### src/hdl/motion_event_cfg.svh
// Constants of the motion-event register bank: offsets, fields, resets, timing.
`ifndef MOTION_EVENT_CFG_SVH
`define MOTION_EVENT_CFG_SVH

// ********************************************************************
// Register offsets
// ********************************************************************
`define ADDR_WAKE_THRESHOLD_CONTROL 8'h34
`define ADDR_WAKE_SLEEP_DURATION    8'h35
`define ADDR_FREEFALL_CONFIG        8'h36
`define ADDR_EVENT_STATUS_MIRROR    8'h37
`define ADDR_WAKE_SOURCE            8'h38

// ********************************************************************
// Field positions
// ********************************************************************
`define BIT_TAP_MODE        7
`define BIT_INACTIVITY_EN   6
`define BIT_FALL_TIME_MSB   7
`define BIT_STATIONARY      4
`define FALL_TIME_LO_POS    3

// ********************************************************************
// Reset values
// ********************************************************************
`define RST_WAKE_THRESHOLD_CONTROL 8'h00
`define RST_WAKE_SLEEP_DURATION    8'h00
`define RST_FREEFALL_CONFIG        8'h00

// ********************************************************************
// Timing in output data periods
// ********************************************************************
`define INACT_STEP_PERIODS  16'h0200
`define INACT_ZERO_PERIODS  16'h0010

`endif

### src/hdl/motion_event_pkg.sv
// Types shared by the motion-event register bank.
package motion_event_pkg;

  // Event inputs from the detection engine.
  typedef struct packed {
    logic fifo_overrun;
    logic temp_ready;
    logic inactive;
    logic double_tap;
    logic single_tap;
    logic orientation;
    logic fall;
    logic sample_ready;
    logic wake;
    logic x_wake;
    logic y_wake;
    logic z_wake;
  } events_s;

  // Decoded configuration handed to the detection engine.
  typedef struct packed {
    logic       double_tap_en;
    logic       inactivity_en;
    logic       stationary_en;
    logic [5:0] wake_threshold;
    logic [1:0] wake_time;
    logic [5:0] fall_time;
    logic [4:0] fall_threshold_lsb;
    logic [3:0] inactivity_time;
  } config_s;

endpackage : motion_event_pkg

### src/hdl/motion_event_config_status.sv
// Configuration and status registers of the motion-event engine.
// Notes on behaviour
// - Tap mode bit: 0 single, 1 single+double.
// - Inactivity enable resets 0; 1 enables sleep.
// - Wake threshold six bits, 1/64 full scale.
// - Fall time: MSB at 35h, low five 36h.
// - Wake time two bits, one period per step.
// - Stationary bit resets 0, enables stationary detection.
// - Inactivity time step 512 periods; zero means 16.
// - Fall threshold codes decode to 5..16 LSB.
// - Overrun flag only when full and overwritten.
// - Temperature ready flag shows new temperature sample.
// - Inactive flag shown in both status registers.
// - Separate double-tap and single-tap flags.
// - Orientation change flag on position change.
// - Mirror status carries fall event flag.
// - Sample ready flag for new three-axis data.
// - Wake source carries wake event flag.
// - Per-axis wake flags for X, Y, Z.
// - Wake source also reports fall event.
`timescale 1ns/1ns
`include "motion_event_cfg.svh"
module motion_event_config_status (
  input  wire logic                    clk,
  input  wire logic                    rstn,
  input  wire logic [7:0]              reg_addr,
  input  wire logic                    reg_write,
  input  wire logic                    reg_read,
  input  wire logic [7:0]              reg_wdata,
  output logic [7:0]                   reg_rdata,
  output logic                         reg_hit,
  input  wire logic                    odr_tick,
  input  wire motion_event_pkg::events_s events,
  input  wire logic                    wake_cond,
  input  wire logic                    still_cond,
  input  wire logic                    low_g_cond,
  output motion_event_pkg::config_s    cfg,
  output logic                         wake_timed,
  output logic                         inactivity_timed,
  output logic                         fall_timed
);

  // ******************************************************************
  // Writable registers
  // ******************************************************************
  logic [7:0] wake_threshold_control_q;
  logic [7:0] wake_sleep_duration_q;
  logic [7:0] freefall_config_q;
  logic [7:0] reg_rdata_q;

  always_ff @(posedge clk or negedge rstn) begin
    if (!rstn) begin
      wake_threshold_control_q <= `RST_WAKE_THRESHOLD_CONTROL;
    end else if (reg_write && reg_addr == `ADDR_WAKE_THRESHOLD_CONTROL) begin
      wake_threshold_control_q <= reg_wdata;
    end
  end

  always_ff @(posedge clk or negedge rstn) begin
    if (!rstn) begin
      wake_sleep_duration_q <= `RST_WAKE_SLEEP_DURATION;
    end else if (reg_write && reg_addr == `ADDR_WAKE_SLEEP_DURATION) begin
      wake_sleep_duration_q <= reg_wdata;
    end
  end

  always_ff @(posedge clk or negedge rstn) begin
    if (!rstn) begin
      freefall_config_q <= `RST_FREEFALL_CONFIG;
    end else if (reg_write && reg_addr == `ADDR_FREEFALL_CONFIG) begin
      freefall_config_q <= reg_wdata;
    end
  end

  // ******************************************************************
  // Field decode
  // ******************************************************************
  logic [4:0] fall_lsb;

  always_comb begin
    unique case (freefall_config_q[2:0])
      3'h0: fall_lsb = 5'h05;
      3'h1: fall_lsb = 5'h07;
      3'h2: fall_lsb = 5'h08;
      3'h3: fall_lsb = 5'h0a;
      3'h4: fall_lsb = 5'h0b;
      3'h5: fall_lsb = 5'h0d;
      3'h6: fall_lsb = 5'h0f;
      3'h7: fall_lsb = 5'h10;
    endcase
  end

  always_comb begin
    cfg.double_tap_en  = wake_threshold_control_q[`BIT_TAP_MODE];
    cfg.inactivity_en  = wake_threshold_control_q[`BIT_INACTIVITY_EN];
    cfg.stationary_en  = wake_sleep_duration_q[`BIT_STATIONARY];
    cfg.wake_threshold = wake_threshold_control_q[5:0];
    cfg.wake_time      = wake_sleep_duration_q[6:5];
    cfg.fall_time      = {wake_sleep_duration_q[`BIT_FALL_TIME_MSB],
                          freefall_config_q[7:`FALL_TIME_LO_POS]};
    cfg.fall_threshold_lsb = fall_lsb;
    cfg.inactivity_time    = wake_sleep_duration_q[3:0];
  end

  // ******************************************************************
  // Duration timers
  // ******************************************************************
  // Each timer restarts whenever its condition drops, so a condition
  // must hold for the whole programmed number of data periods.
  logic [15:0] inact_target;

  always_comb begin
    if (cfg.inactivity_time == 4'h0) begin
      inact_target = `INACT_ZERO_PERIODS;
    end else begin
      inact_target = 16'(cfg.inactivity_time * `INACT_STEP_PERIODS);
    end
  end

  period_counter #(.WIDTH(2)) wake_timer (
    .clk    (clk),
    .rstn   (rstn),
    .run    (wake_cond),
    .tick   (odr_tick),
    .target (cfg.wake_time),
    .done   (wake_timed)
  );

  period_counter #(.WIDTH(16)) inact_timer (
    .clk    (clk),
    .rstn   (rstn),
    .run    (still_cond && cfg.inactivity_en),
    .tick   (odr_tick),
    .target (inact_target),
    .done   (inactivity_timed)
  );

  period_counter #(.WIDTH(6)) fall_timer (
    .clk    (clk),
    .rstn   (rstn),
    .run    (low_g_cond),
    .tick   (odr_tick),
    .target (cfg.fall_time),
    .done   (fall_timed)
  );

  // ******************************************************************
  // Status images and read port
  // ******************************************************************
  // Both status words are built from the same event struct so shared
  // flags can never disagree. Writes to them are ignored.
  logic [7:0] mirror_word;
  logic [7:0] source_word;

  always_comb begin
    mirror_word = {events.fifo_overrun,
                   events.temp_ready,
                   events.inactive,
                   events.double_tap,
                   events.single_tap,
                   events.orientation,
                   events.fall,
                   events.sample_ready};
    source_word = {2'h0,
                   events.fall,
                   events.inactive,
                   events.wake,
                   events.x_wake,
                   events.y_wake,
                   events.z_wake};
  end

  always_comb begin
    unique case (reg_addr)
      `ADDR_WAKE_THRESHOLD_CONTROL,
      `ADDR_WAKE_SLEEP_DURATION,
      `ADDR_FREEFALL_CONFIG,
      `ADDR_EVENT_STATUS_MIRROR,
      `ADDR_WAKE_SOURCE: reg_hit = 1'h1;
      default:           reg_hit = 1'h0;
    endcase
  end

  always_ff @(posedge clk or negedge rstn) begin
    if (!rstn) begin
      reg_rdata_q <= 8'h00;
    end else if (reg_read) begin
      unique case (reg_addr)
        `ADDR_WAKE_THRESHOLD_CONTROL: reg_rdata_q <= wake_threshold_control_q;
        `ADDR_WAKE_SLEEP_DURATION:    reg_rdata_q <= wake_sleep_duration_q;
        `ADDR_FREEFALL_CONFIG:        reg_rdata_q <= freefall_config_q;
        `ADDR_EVENT_STATUS_MIRROR:    reg_rdata_q <= mirror_word;
        `ADDR_WAKE_SOURCE:            reg_rdata_q <= source_word;
        default:                      reg_rdata_q <= 8'h00;
      endcase
    end
  end

  assign reg_rdata = reg_rdata_q;

endmodule : motion_event_config_status

### src/hdl/period_counter.sv
// Counter of output data periods that flags when a programmed count is reached.
`timescale 1ns/1ns
module period_counter #(
  parameter int WIDTH = 16
) (
  input  wire logic             clk,
  input  wire logic             rstn,
  input  wire logic             run,
  input  wire logic             tick,
  input  wire logic [WIDTH-1:0] target,
  output logic                  done
);

  logic [WIDTH-1:0] count_q;

  always_ff @(posedge clk or negedge rstn) begin
    if (!rstn) begin
      count_q <= '0;
    end else if (!run) begin
      count_q <= '0;
    end else if (tick && (count_q != target)) begin
      count_q <= count_q + WIDTH'(1);
    end
  end

  assign done = run && (count_q == target);

endmodule : period_counter
### config.mk
export PLATFORM = sky130hd
export DESIGN_NAME = motion_event_config_status
export DESIGN_NICKNAME = d
export VERILOG_FILES = /design/src/hdl/motion_event_pkg.sv /design/src/hdl/motion_event_config_status.sv /design/src/hdl/period_counter.sv
export VERILOG_INCLUDE_DIRS = /design/src /design/src/hdl
export SDC_FILE = /design/constraint.sdc
export NUM_CORES = 1
export LEC_CHECK = 0
export ABC_CLOCK_PERIOD_IN_PS = 3170
export BUFFER_PORTS_ARGS = -buffer_cell sky130_fd_sc_hd__buf_4
export CAP_MARGIN = 30
export CORE_MARGIN = 2
export CORE_UTILIZATION = 58
export DETAILED_ROUTE_END_ITERATION = 7
export GPL_TIMING_DRIVEN = 0
export PLACE_DENSITY = 0.87
export SYNTH_ARGS = -nofsm -noshare
export SYNTH_HDL_FRONTEND = slang
export SYNTH_SLANG_ARGS = --single-unit
### constraint.sdc
create_clock -name clk -period 3.17 [get_ports clk]
set_clock_uncertainty 0.05 [all_clocks]
set_input_delay 0 -clock clk [delete_from_list [all_inputs] [get_ports clk]]
set_output_delay 0 -clock clk [all_outputs]
set_load 0.03 [all_outputs]
Yosys cells after proc, flatten, opt, wreduce, memory -nomap -nowiden
Memory sizes are Yosys's and may differ from the RTL's. Cells that the tools add are included.

Eq/ne operators: 14. Shifts and indexed selects: 0. Multiplexer cells: 9. Magnitude comparators: 0. Divide/modulo/power cells: 0. Add/sub/neg operators: 3. Reduce and logical (&&, ||, !) cells: 12. Multipliers: 0. Bitwise logic cells: 0.

Operators by type and width (count): $eq 8x6->1 const B (5); $pmux 8 s5 (1); $mux 16 (2); $add 16x1->16 const B (1); $eq 16x13->1 (1); $ne 16x13->1 (1); $mux 13 (1); $mux 6 (2); $logic_and 1x1->1 (10); $add 6x1->6 const B (1); $eq 6x6->1 (1); $ne 6x6->1 (1); $reduce_or 5->1 (1); $logic_not 4->1 (1); $mux 2 (2); $ne 2x1->1 const B (2); $add 2x1->2 const B (1); $eq 2x2->1 (1); $ne 2x2->1 (1); $ne 2x2->1 const B (1); $mux 1 (1).

Flip-flop bits (word level): 56. Word-level logic and storage cells: 46. Bits in writable memories: 0. Output and inout port bits: 38. Bits of input ports: 36. Memories: 1. ROM bits: 40. Latch bits: 0.

Memories: (no name shown) (depth 8, width 5, read ports 1, clocked after memory_dff 0, wr ports 0, RTL line motion_event_config_status.sv:81) `unique case (freefall_config_q[2:0])`.

Longest topological paths before layout
Gate-level depths: netlist of run 1.

Word-level depth: 6. Mapped depth: 6. Gate-level depth less buffers: 6.

Modules after synthesis
From an unflattened synthesis of run 1, not the netlist that was laid out.

Cell total of the unflattened synthesis: 314. Area total of the unflattened synthesis: 3387.0 µm².

Modules (own cells, without submodules): motion_event_config_status (cells each 132, area an instance 1727.9 µm², seq. area each 800.8 µm², instances 1); period_counter at inact_timer (cells each 116, area an instance 1082.3 µm², seq. area each 400.4 µm², instances 1); period_counter at fall_timer (cells each 51, area an instance 439.2 µm², seq. area each 150.1 µm², instances 1); period_counter at wake_timer (cells each 15, area an instance 137.6 µm², seq. area each 50.0 µm², instances 1).

Worst setup path before layout of run 1
Ideal clock, no wire load.

Path kind: reg2out. Start: reg wake_sleep_duration_q[3]. End: out inactivity_timed. Setup slack: 1113 ps. Data required time: 3120 ps. Buffers on the path: 0. Cell stages (with the launch flop): 4. Data arrival time: 2007 ps. Path through: dfrtp_1 nor4_1 xor2_1 nor4_1.

Cells in the longest elaborated chain, start to end: 4.

Ends and longest elaborated chain: start, declared (RTL line motion_event_config_status.sv:47) `logic [7:0] wake_sleep_duration_q;`; start signal, assigned (RTL line motion_event_config_status.sv:61) `` wake_sleep_duration_q <= `RST_WAKE_SLEEP_DURATION; ``; start signal, assigned (RTL line motion_event_config_status.sv:63) `wake_sleep_duration_q <= reg_wdata;`; $logic_not 4->1 (RTL line motion_event_config_status.sv:113) `if (cfg.inactivity_time == 4'h0) begin`; $mux 13 (*) (RTL line motion_event_config_status.sv:113); $eq 16x13->1 (*) (RTL line period_counter.sv:26) `assign done = run && (count_q == target);`; $logic_and 1x1->1 (*) (RTL line period_counter.sv:26); end, declared (RTL line motion_event_config_status.sv:39) `output logic inactivity_timed,`.

Every way passes the cells marked *; elsewhere a longest branch is shown, timed or not.

Worst setup path after layout of run 1
Start: reg wake_sleep_duration_q[7]. End: out fall_timed.

Cells in the longest elaborated chain, start to end: 2.

Ends and longest elaborated chain: $eq 6x6->1 (RTL line period_counter.sv:26); $logic_and 1x1->1 (RTL line period_counter.sv:26); end, declared (RTL line motion_event_config_status.sv:40) `output logic fall_timed`.

Every way passes these cells.

==> run_results.csv, run 1 <==
group,metric,value,unit
synth,synth_cell_type_count,43,
timing,rsz0062_at_grt,"no",
placement,place_ws,1.27,ns
clocking,cts_root_buf,"clkbuf_8",
synth,syn_nets,345,
worst_setup_path,critical_path_required,3.12,ns
synth,syn_inst,305,
clocking,numCtsBuffers,5,
layout,antenna_cells,0,
timing,worstMarginPinSlew,0.830,ns
run_status,outcome,"complete, no violations",
layout,finish.utilization,0.786,
placement,port_buffers,69,
floorplan,start_util,0.605,
timing,period_share,0.673,
layout,final_nets,441,
timing,relSlewSlack,0.442,
layout,fin_area,4070,um2
worst_hold_path,hp-class,"input port to flip-flop",
clocking,clock_latency,0.31,ns
worst_setup_path,cp-end-kind,"output pin",
synth,synth_edf_count,0,
clocking,cts.sinks,56,
power,power_density,398,nW/um2
timing,timing.final.ws_setup,1.04,ns
route,remaining_drc_errors,0,
grt,grt_max_degree,57,
floorplan,die_h,77.5,um
synth,yosysSeqAreaShare,0.448,
timing,hold_viol,0,
route,totalWireLength,8480,um
timing,layout_min_cycle_time,2.13,ns
synth,synth_ff_type,"dfrtp_1",
worst_setup_path,cp_max_fo,6,
worst_setup_path,worstSetupPathType,"flip-flop to output pin",
power,peakVddDrop,0.000279,V
floorplan,num_rows,26,
clocking,clk_pin_slew,0.10,ns
placement,placed_cell_area,3740,um2
synth,async_flop_share,1.00,
worst_setup_path,cp.arrival,2.08,ns
clocking,h-tree-depth,2,
timing,fin_hold_ws,0.0204,ns
placement,hpwl,5780,um
worst_setup_path,crit_path_start_kind,"flip-flop",
floorplan,die_x,77.5,um
grt,grt_overflow_total,0,
floorplan,core_area,5170,um2
synth,ys_ff_latch,56,
grt,track_usage,0.286,
synth,avgSynthCellArea,10.3,um2
layout,area_growth,29.9,%
route,vias_per_cell,6.06,
route,ant_nets,0,
route,post_drt_wl_per_cell,18.0,um
placement,gp_congestion,0.851,
synth,ys.warnings.count,0,
clocking,post-cts-setup-buffers,0,
route,vias,2852,
route,initialDrtViolationCount,213,
run,maxCapViolCount,0,
timing,final-setup-viol-count,0,
clocking,clk_path_buf_depth,2,
synth,netlist_area,3130,um2
timing,fin_setup_tns,0,ns
floorplan,dieArea,6000,um2
floorplan,io_pins,74,
clocking,cts_tree,"done",
timing,maxSlewViolCount,0,
power,p_leak,1.90,nW
grt,antenna_found_initial,0,
timing,fmax,469,MHz
grt,grt_pass1_vias,2816,
route,drt_first_pass_iters,5,
grt,grt_first_pass_wirelength,13600,um
layout,drive_above_1_share,0.287,
## power breakdown
group | switching [mW] | internal, mW | leakage [nW]
clock network | 0.233 | 0.311 | 0.0642
logic | 0.169 | 0.134 | 1.07
registers | 0.0332 | 0.739 | 0.768
## worst paths after layout
path	startpoint	endpoint	slack, ns	depth (start not counted)
worst max-delay path	wake_sleep_duration_q[7]$_DFFE_PN0P_	fall_timed	1.04	4
worst min-delay path	reg_read	reg_rdata[2]$_DFFE_PN0P_	0.02	3
worst max register to register	wake_sleep_duration_q[3]$_DFFE_PN0P_	inact_timer.count_q[1]$_DFFE_PN0P_	1.17	4
worst min register to register	reg_rdata[7]$_DFFE_PN0P_	reg_rdata[7]$_DFFE_PN0P_	0.48	2
max in group asynchronous	rstn	freefall_config_q[1]$_DFFE_PN0P_	2.37	2
min in group asynchronous	rstn	inact_timer.count_q[15]$_DFFE_PN0P_	0.20	2
## per-layer routing
metal | wire length, um | GRT usage | vias to the layer above
met1 | 3290 | 0.342 | 1409
met5 | 0 | 0 | -
met3 | 519 | 0.0581 | 28
li1 | - | - | 1285
met2 | 4420 | 0.502 | 130
met4 | 248 | 0.121 | 0
## synthesized netlist by cell type (all sizes together) (2+ instances only)
cell | number | area, um2
clkbuf | 8 | 30.0
a31oi | 6 | 37.5
nor4b | 2 | 32.5
xor2 | 13 | 114
buf | 9 | 68.8
mux2 | 24 | 270
nand2 | 27 | 104
xnor2 | 12 | 105
a22oi | 7 | 52.6
nor4 | 8 | 50.1
nand2b | 6 | 37.5
and3 | 5 | 31.3
or4 | 2 | 15.0
nand4 | 12 | 75.1
a21oi | 11 | 55.1
nor2 | 25 | 101
o21ai | 13 | 65.1
nor3 | 4 | 20.0
ha | 4 | 50.1
and4 | 3 | 26.3
nand3 | 14 | 70.1
mux2i | 12 | 120
and2 | 2 | 12.5
inv | 7 | 26.3
dfrtp | 56 | 1400
mux4 | 2 | 45.0
or3 | 2 | 12.5
## worst max-delay path, stage by stage, from the launching register on
cell and delay [ns]:
dfrtp_1 0.45, xor2_1 0.19, nor4_1 0.74, and3_1 0.25, buf_4 0.15
## final cells by class
| cell class | count | area (um2) |
|---|---|---|
| buffer | 17 | 98.8 |
| clock buffer | 5 | 68.8 |
| clock inverter | 2 | 60.1 |
| fill | 330 | 1110 |
| inverter | 7 | 26.3 |
| multi-input combinational | 225 | 1600 |
| sequential | 56 | 1400 |
| tap | 70 | 87.6 |
| timing repair buffer | 89 | 718 |
## sequential cells by signal (all words and copies together) (netlist names)
| signal | flops |
|---|---|
| fall_timer.count_q | 6 |
| inact_timer.count_q | 16 |
| freefall_config_q | 8 |
| wake_sleep_duration_q | 8 |
| wake_timer.count_q | 2 |
| wake_threshold_control_q | 8 |
| reg_rdata | 8 |
## cell families (layout without fill, tap and decap cells)
family	after synthesis	count (layout)	synth area share
compound gates	43	43	0.0827
xor+xnor	25	25	0.0699
fa+ha+maj	4	4	0.0160
buf+inv	24	120	0.0400
flops	56	56	0.448
mux	38	38	0.139
simple gates	115	115	0.205
## per-stage QoR
stage,cells,power (mW)
floorplan,305,0.938
global placement,444,1.05
detailed placement,444,1.06
CTS,471,1.61
global route,471,1.67
finish,471,1.62
## what timing repair did
item	CTS	global route
hold buffers	20	0
gates resized for setup	0	0
endpoints found under the hold margin	91	0
## cells in the final DEF (no fill, tap or decap), types with 3 or more instances in the layout
cell type,instances
buf_4,74
dfrtp_1,56
nand2_1,26
nor2_1,24
mux2_2,24
dlygate4sd3_1,20
nand3_1,14
xor2_1,13
o21ai_0,13
xnor2_1,12
nand4_1,12
mux2i_1,12
a21oi_1,11
clkbuf_1,8
nor4_1,8
inv_1,7
a22oi_1,7
nand2b_1,6
a31oi_1,6
and3_1,5
clkbuf_8,5
nor3_1,4
ha_1,4
and4_1,3
Power figures use the tool's default switching activity.
==> run 2: changes to the inputs <==
ABC_CLOCK_PERIOD_IN_PS = 1850   (was 3170)
CORE_UTILIZATION = 49   (was 58)
PLACE_DENSITY = 0.79   (was 0.87)
clock period = 1.85 ns   (was 3.17 ns; I/O delays follow)
==> run 2 against run 1 <==
Critical path depth stayed put. Utilization shrank 12 points. Setup slack worse by 1.0 ns. Critical path type unchanged. Largest cell class unchanged. Largest power group unchanged.
==> run_results.csv, run 2 (synthesis results as in run 1) <==
group,metric,value,unit
run_status,outcome,"complete, no violations",
floorplan,io_pins,74,
placement,gp_congestion,0.813,
grt,grt_first_pass_wirelength,13000,um
worst_hold_path,min_path_cells,3,
route,drt_first_pass_iters,4,
route,ant_nets,0,
power,peakVddDrop,0.000728,V
worst_setup_path,worstRegToRegCells,7,
route,top_layer,"met4",
route,vias_per_cell,5.66,
route,post_drt_wl_per_cell,16.4,um
timing,worstMarginPinSlew,0.701,ns
timing,maxSlewViolCount,0,
grt,antenna_found_initial,0,
clocking,clock_latency,0.33,ns
worst_setup_path,crit_path_end,"inactivity_timed",
timing,timing.final.ws_setup,0.00775,ns
layout,top_register,"inact_timer.count_q",
power,power_density,645,nW/um2
floorplan,num_rows,29,
clocking,h-tree-depth,2,
grt,grt_pass1_vias,2651,
floorplan,die_x,83.9,um
timing,relSlewSlack,0.533,
worst_setup_path,critical_path_required,1.80,ns
grt,grt_overflow_total,0,
worst_setup_path,crit_path_start_kind,"flip-flop",
route,vias,2761,
layout,mostFrequentLayoutCells,"buf_4 (83), dfrtp_1 (51), nand2_1 (26), nor2_1 (24), mux2_2 (24)",
power,p_leak,1.97,nW
grt,track_usage,0.231,
layout,largest_reg_flops,16,
clocking,cts.sinks,56,
route,wl_met2,4170,um
clocking,numCtsBuffers,5,
run,maxCapViolCount,0,
timing,fin_setup_tns,0,ns
grt,grt_max_degree,57,
worst_setup_path,cp_max_fo,5,
timing,final-setup-viol-count,0,
floorplan,core_area,6280,um2
power,power,2.72,mW
worst_setup_path,timing.rr.start,"inact_timer.count_q[0]$_DFFE_PN0P_",
route,totalWireLength,8010,um
timing,period_share,0.996,
worst_setup_path,worstSetupPathType,"flip-flop to output pin",
floorplan,die_h,83.9,um
worst_setup_path,reg2reg_setup_slack,0.07,ns
layout,drive_above_1_share,0.336,
layout,final_nets,450,
clocking,clk_pin_slew,0.11,ns
timing,fmax,543,MHz
worst_setup_path,cp-startpoint,"wake_sleep_duration_q[2]$_DFFE_PN0P_",
placement,port_buffers,69,
placement,hpwl,5480,um
worst_setup_path,reg2reg_to,"inact_timer.count_q[0]$_DFFE_PN0P_",
worst_setup_path,cp-end-kind,"output pin",
placement,place_ws,-0.0923,ns
clocking,cts_root_buf,"clkbuf_8",
worst_hold_path,hp-class,"input port to flip-flop",
layout,layout_commonest_cell,"buf_4",
route,remaining_drc_errors,0,
layout,area_growth,34.5,%
route,wl_met3,318,um
worst_setup_path,cp.arrival,1.79,ns
timing,rsz0062_at_grt,"yes",
route,wirelength_met1,3400,um
timing,hold_viol,0,
route,initialDrtViolationCount,135,
floorplan,start_util,0.499,
layout,antenna_cells,0,
floorplan,dieArea,7040,um2
clocking,clk_path_buf_depth,2,
timing,layout_min_cycle_time,1.84,ns
clocking,cts_tree,"done",
[run 2: cell count changes in the layout (fill, tap and decap cells not counted), moves of 2 or more]
cell / delta
buf_4: +9
inv_2: +2
inv_1: -2
nor4_1: -3
nor4_4: +2
dfrtp_2: +5
dfrtp_1: -5
[run 2: repair_timing]
action,in CTS,in global routing
hold endpoints to repair,90,0
setup buffers,6,3
endpoints found under the setup margin,6,4
resized for setup,13,3
hold buffers,21,0
pin swaps,4,7
[run 2: worst max-delay path, stage by stage (launching register included)]
cell and delay, ns:
dfrtp_2 0.50, nor4_4 0.37, xor2_2 0.17, nor4_2 0.22, buf_4 0.20
[run 2: report_power, final]
part	internal (mW)	switching (mW)
logic	0.255	0.294
clock network	0.408	0.436
registers	1.27	0.0556
total	1.93	0.786
[run 2: per-stage QoR]
| stage | instances | util | hold WS [ns] | instance area (um2) |
|---|---|---|---|---|
| 2_1_floorplan | 305 | - | -0.346 | 3140 |
| 4_1_cts | 486 | 0.667 | 0.00450 | 4190 |
| 3_5_place_dp | 451 | 0.598 | 0.0405 | 3750 |
| 6_report | 488 | 0.671 | 0.0244 | 4210 |
| 3_3_place_gp | 451 | 0.598 | 0.0401 | 3750 |
| 5_1_grt | 488 | 0.671 | 0.0398 | 4210 |
[run 2: metal layers]
| layer | vias up | track usage |
|---|---|---|
| met4 | 0 | 0.0748 |
| met1 | 1372 | 0.301 |
| met3 | 11 | 0.0396 |
| met5 | - | 0 |
| li1 | 1306 | - |
| met2 | 72 | 0.394 |
[run 2: worst min-delay path by stage]
stage	to	slack, ns	from
final	reg_rdata[4]$_DFFE_PN0P_	0.02	events[9]
after global routing	inact_timer.count_q[5]$_DFFE_PN0P_	0.04	still_cond
after CTS	reg_rdata[4]$_DFFE_PN0P_	0.004	events[9]
after detailed placement	inact_timer.count_q[0]$_DFFE_PN0P_	0.04	rstn
after floorplan	fall_timer.count_q[0]$_DFFE_PN0P_	-0.35	rstn
after global placement	inact_timer.count_q[15]$_DFFE_PN0P_	0.04	rstn
[run 2: layout make-up]
type                            count  area [um2]
Fill cell                         496        2070
Multi-Input combinational cell    225        1680
Sequential cell                    56        1410
Timing Repair Buffer               99         796
Tap cell                           77        96.3
Buffer                             16        95.1
Clock buffer                        5        68.8
Clock inverter                      3        46.3
Inverter                            7        26.3
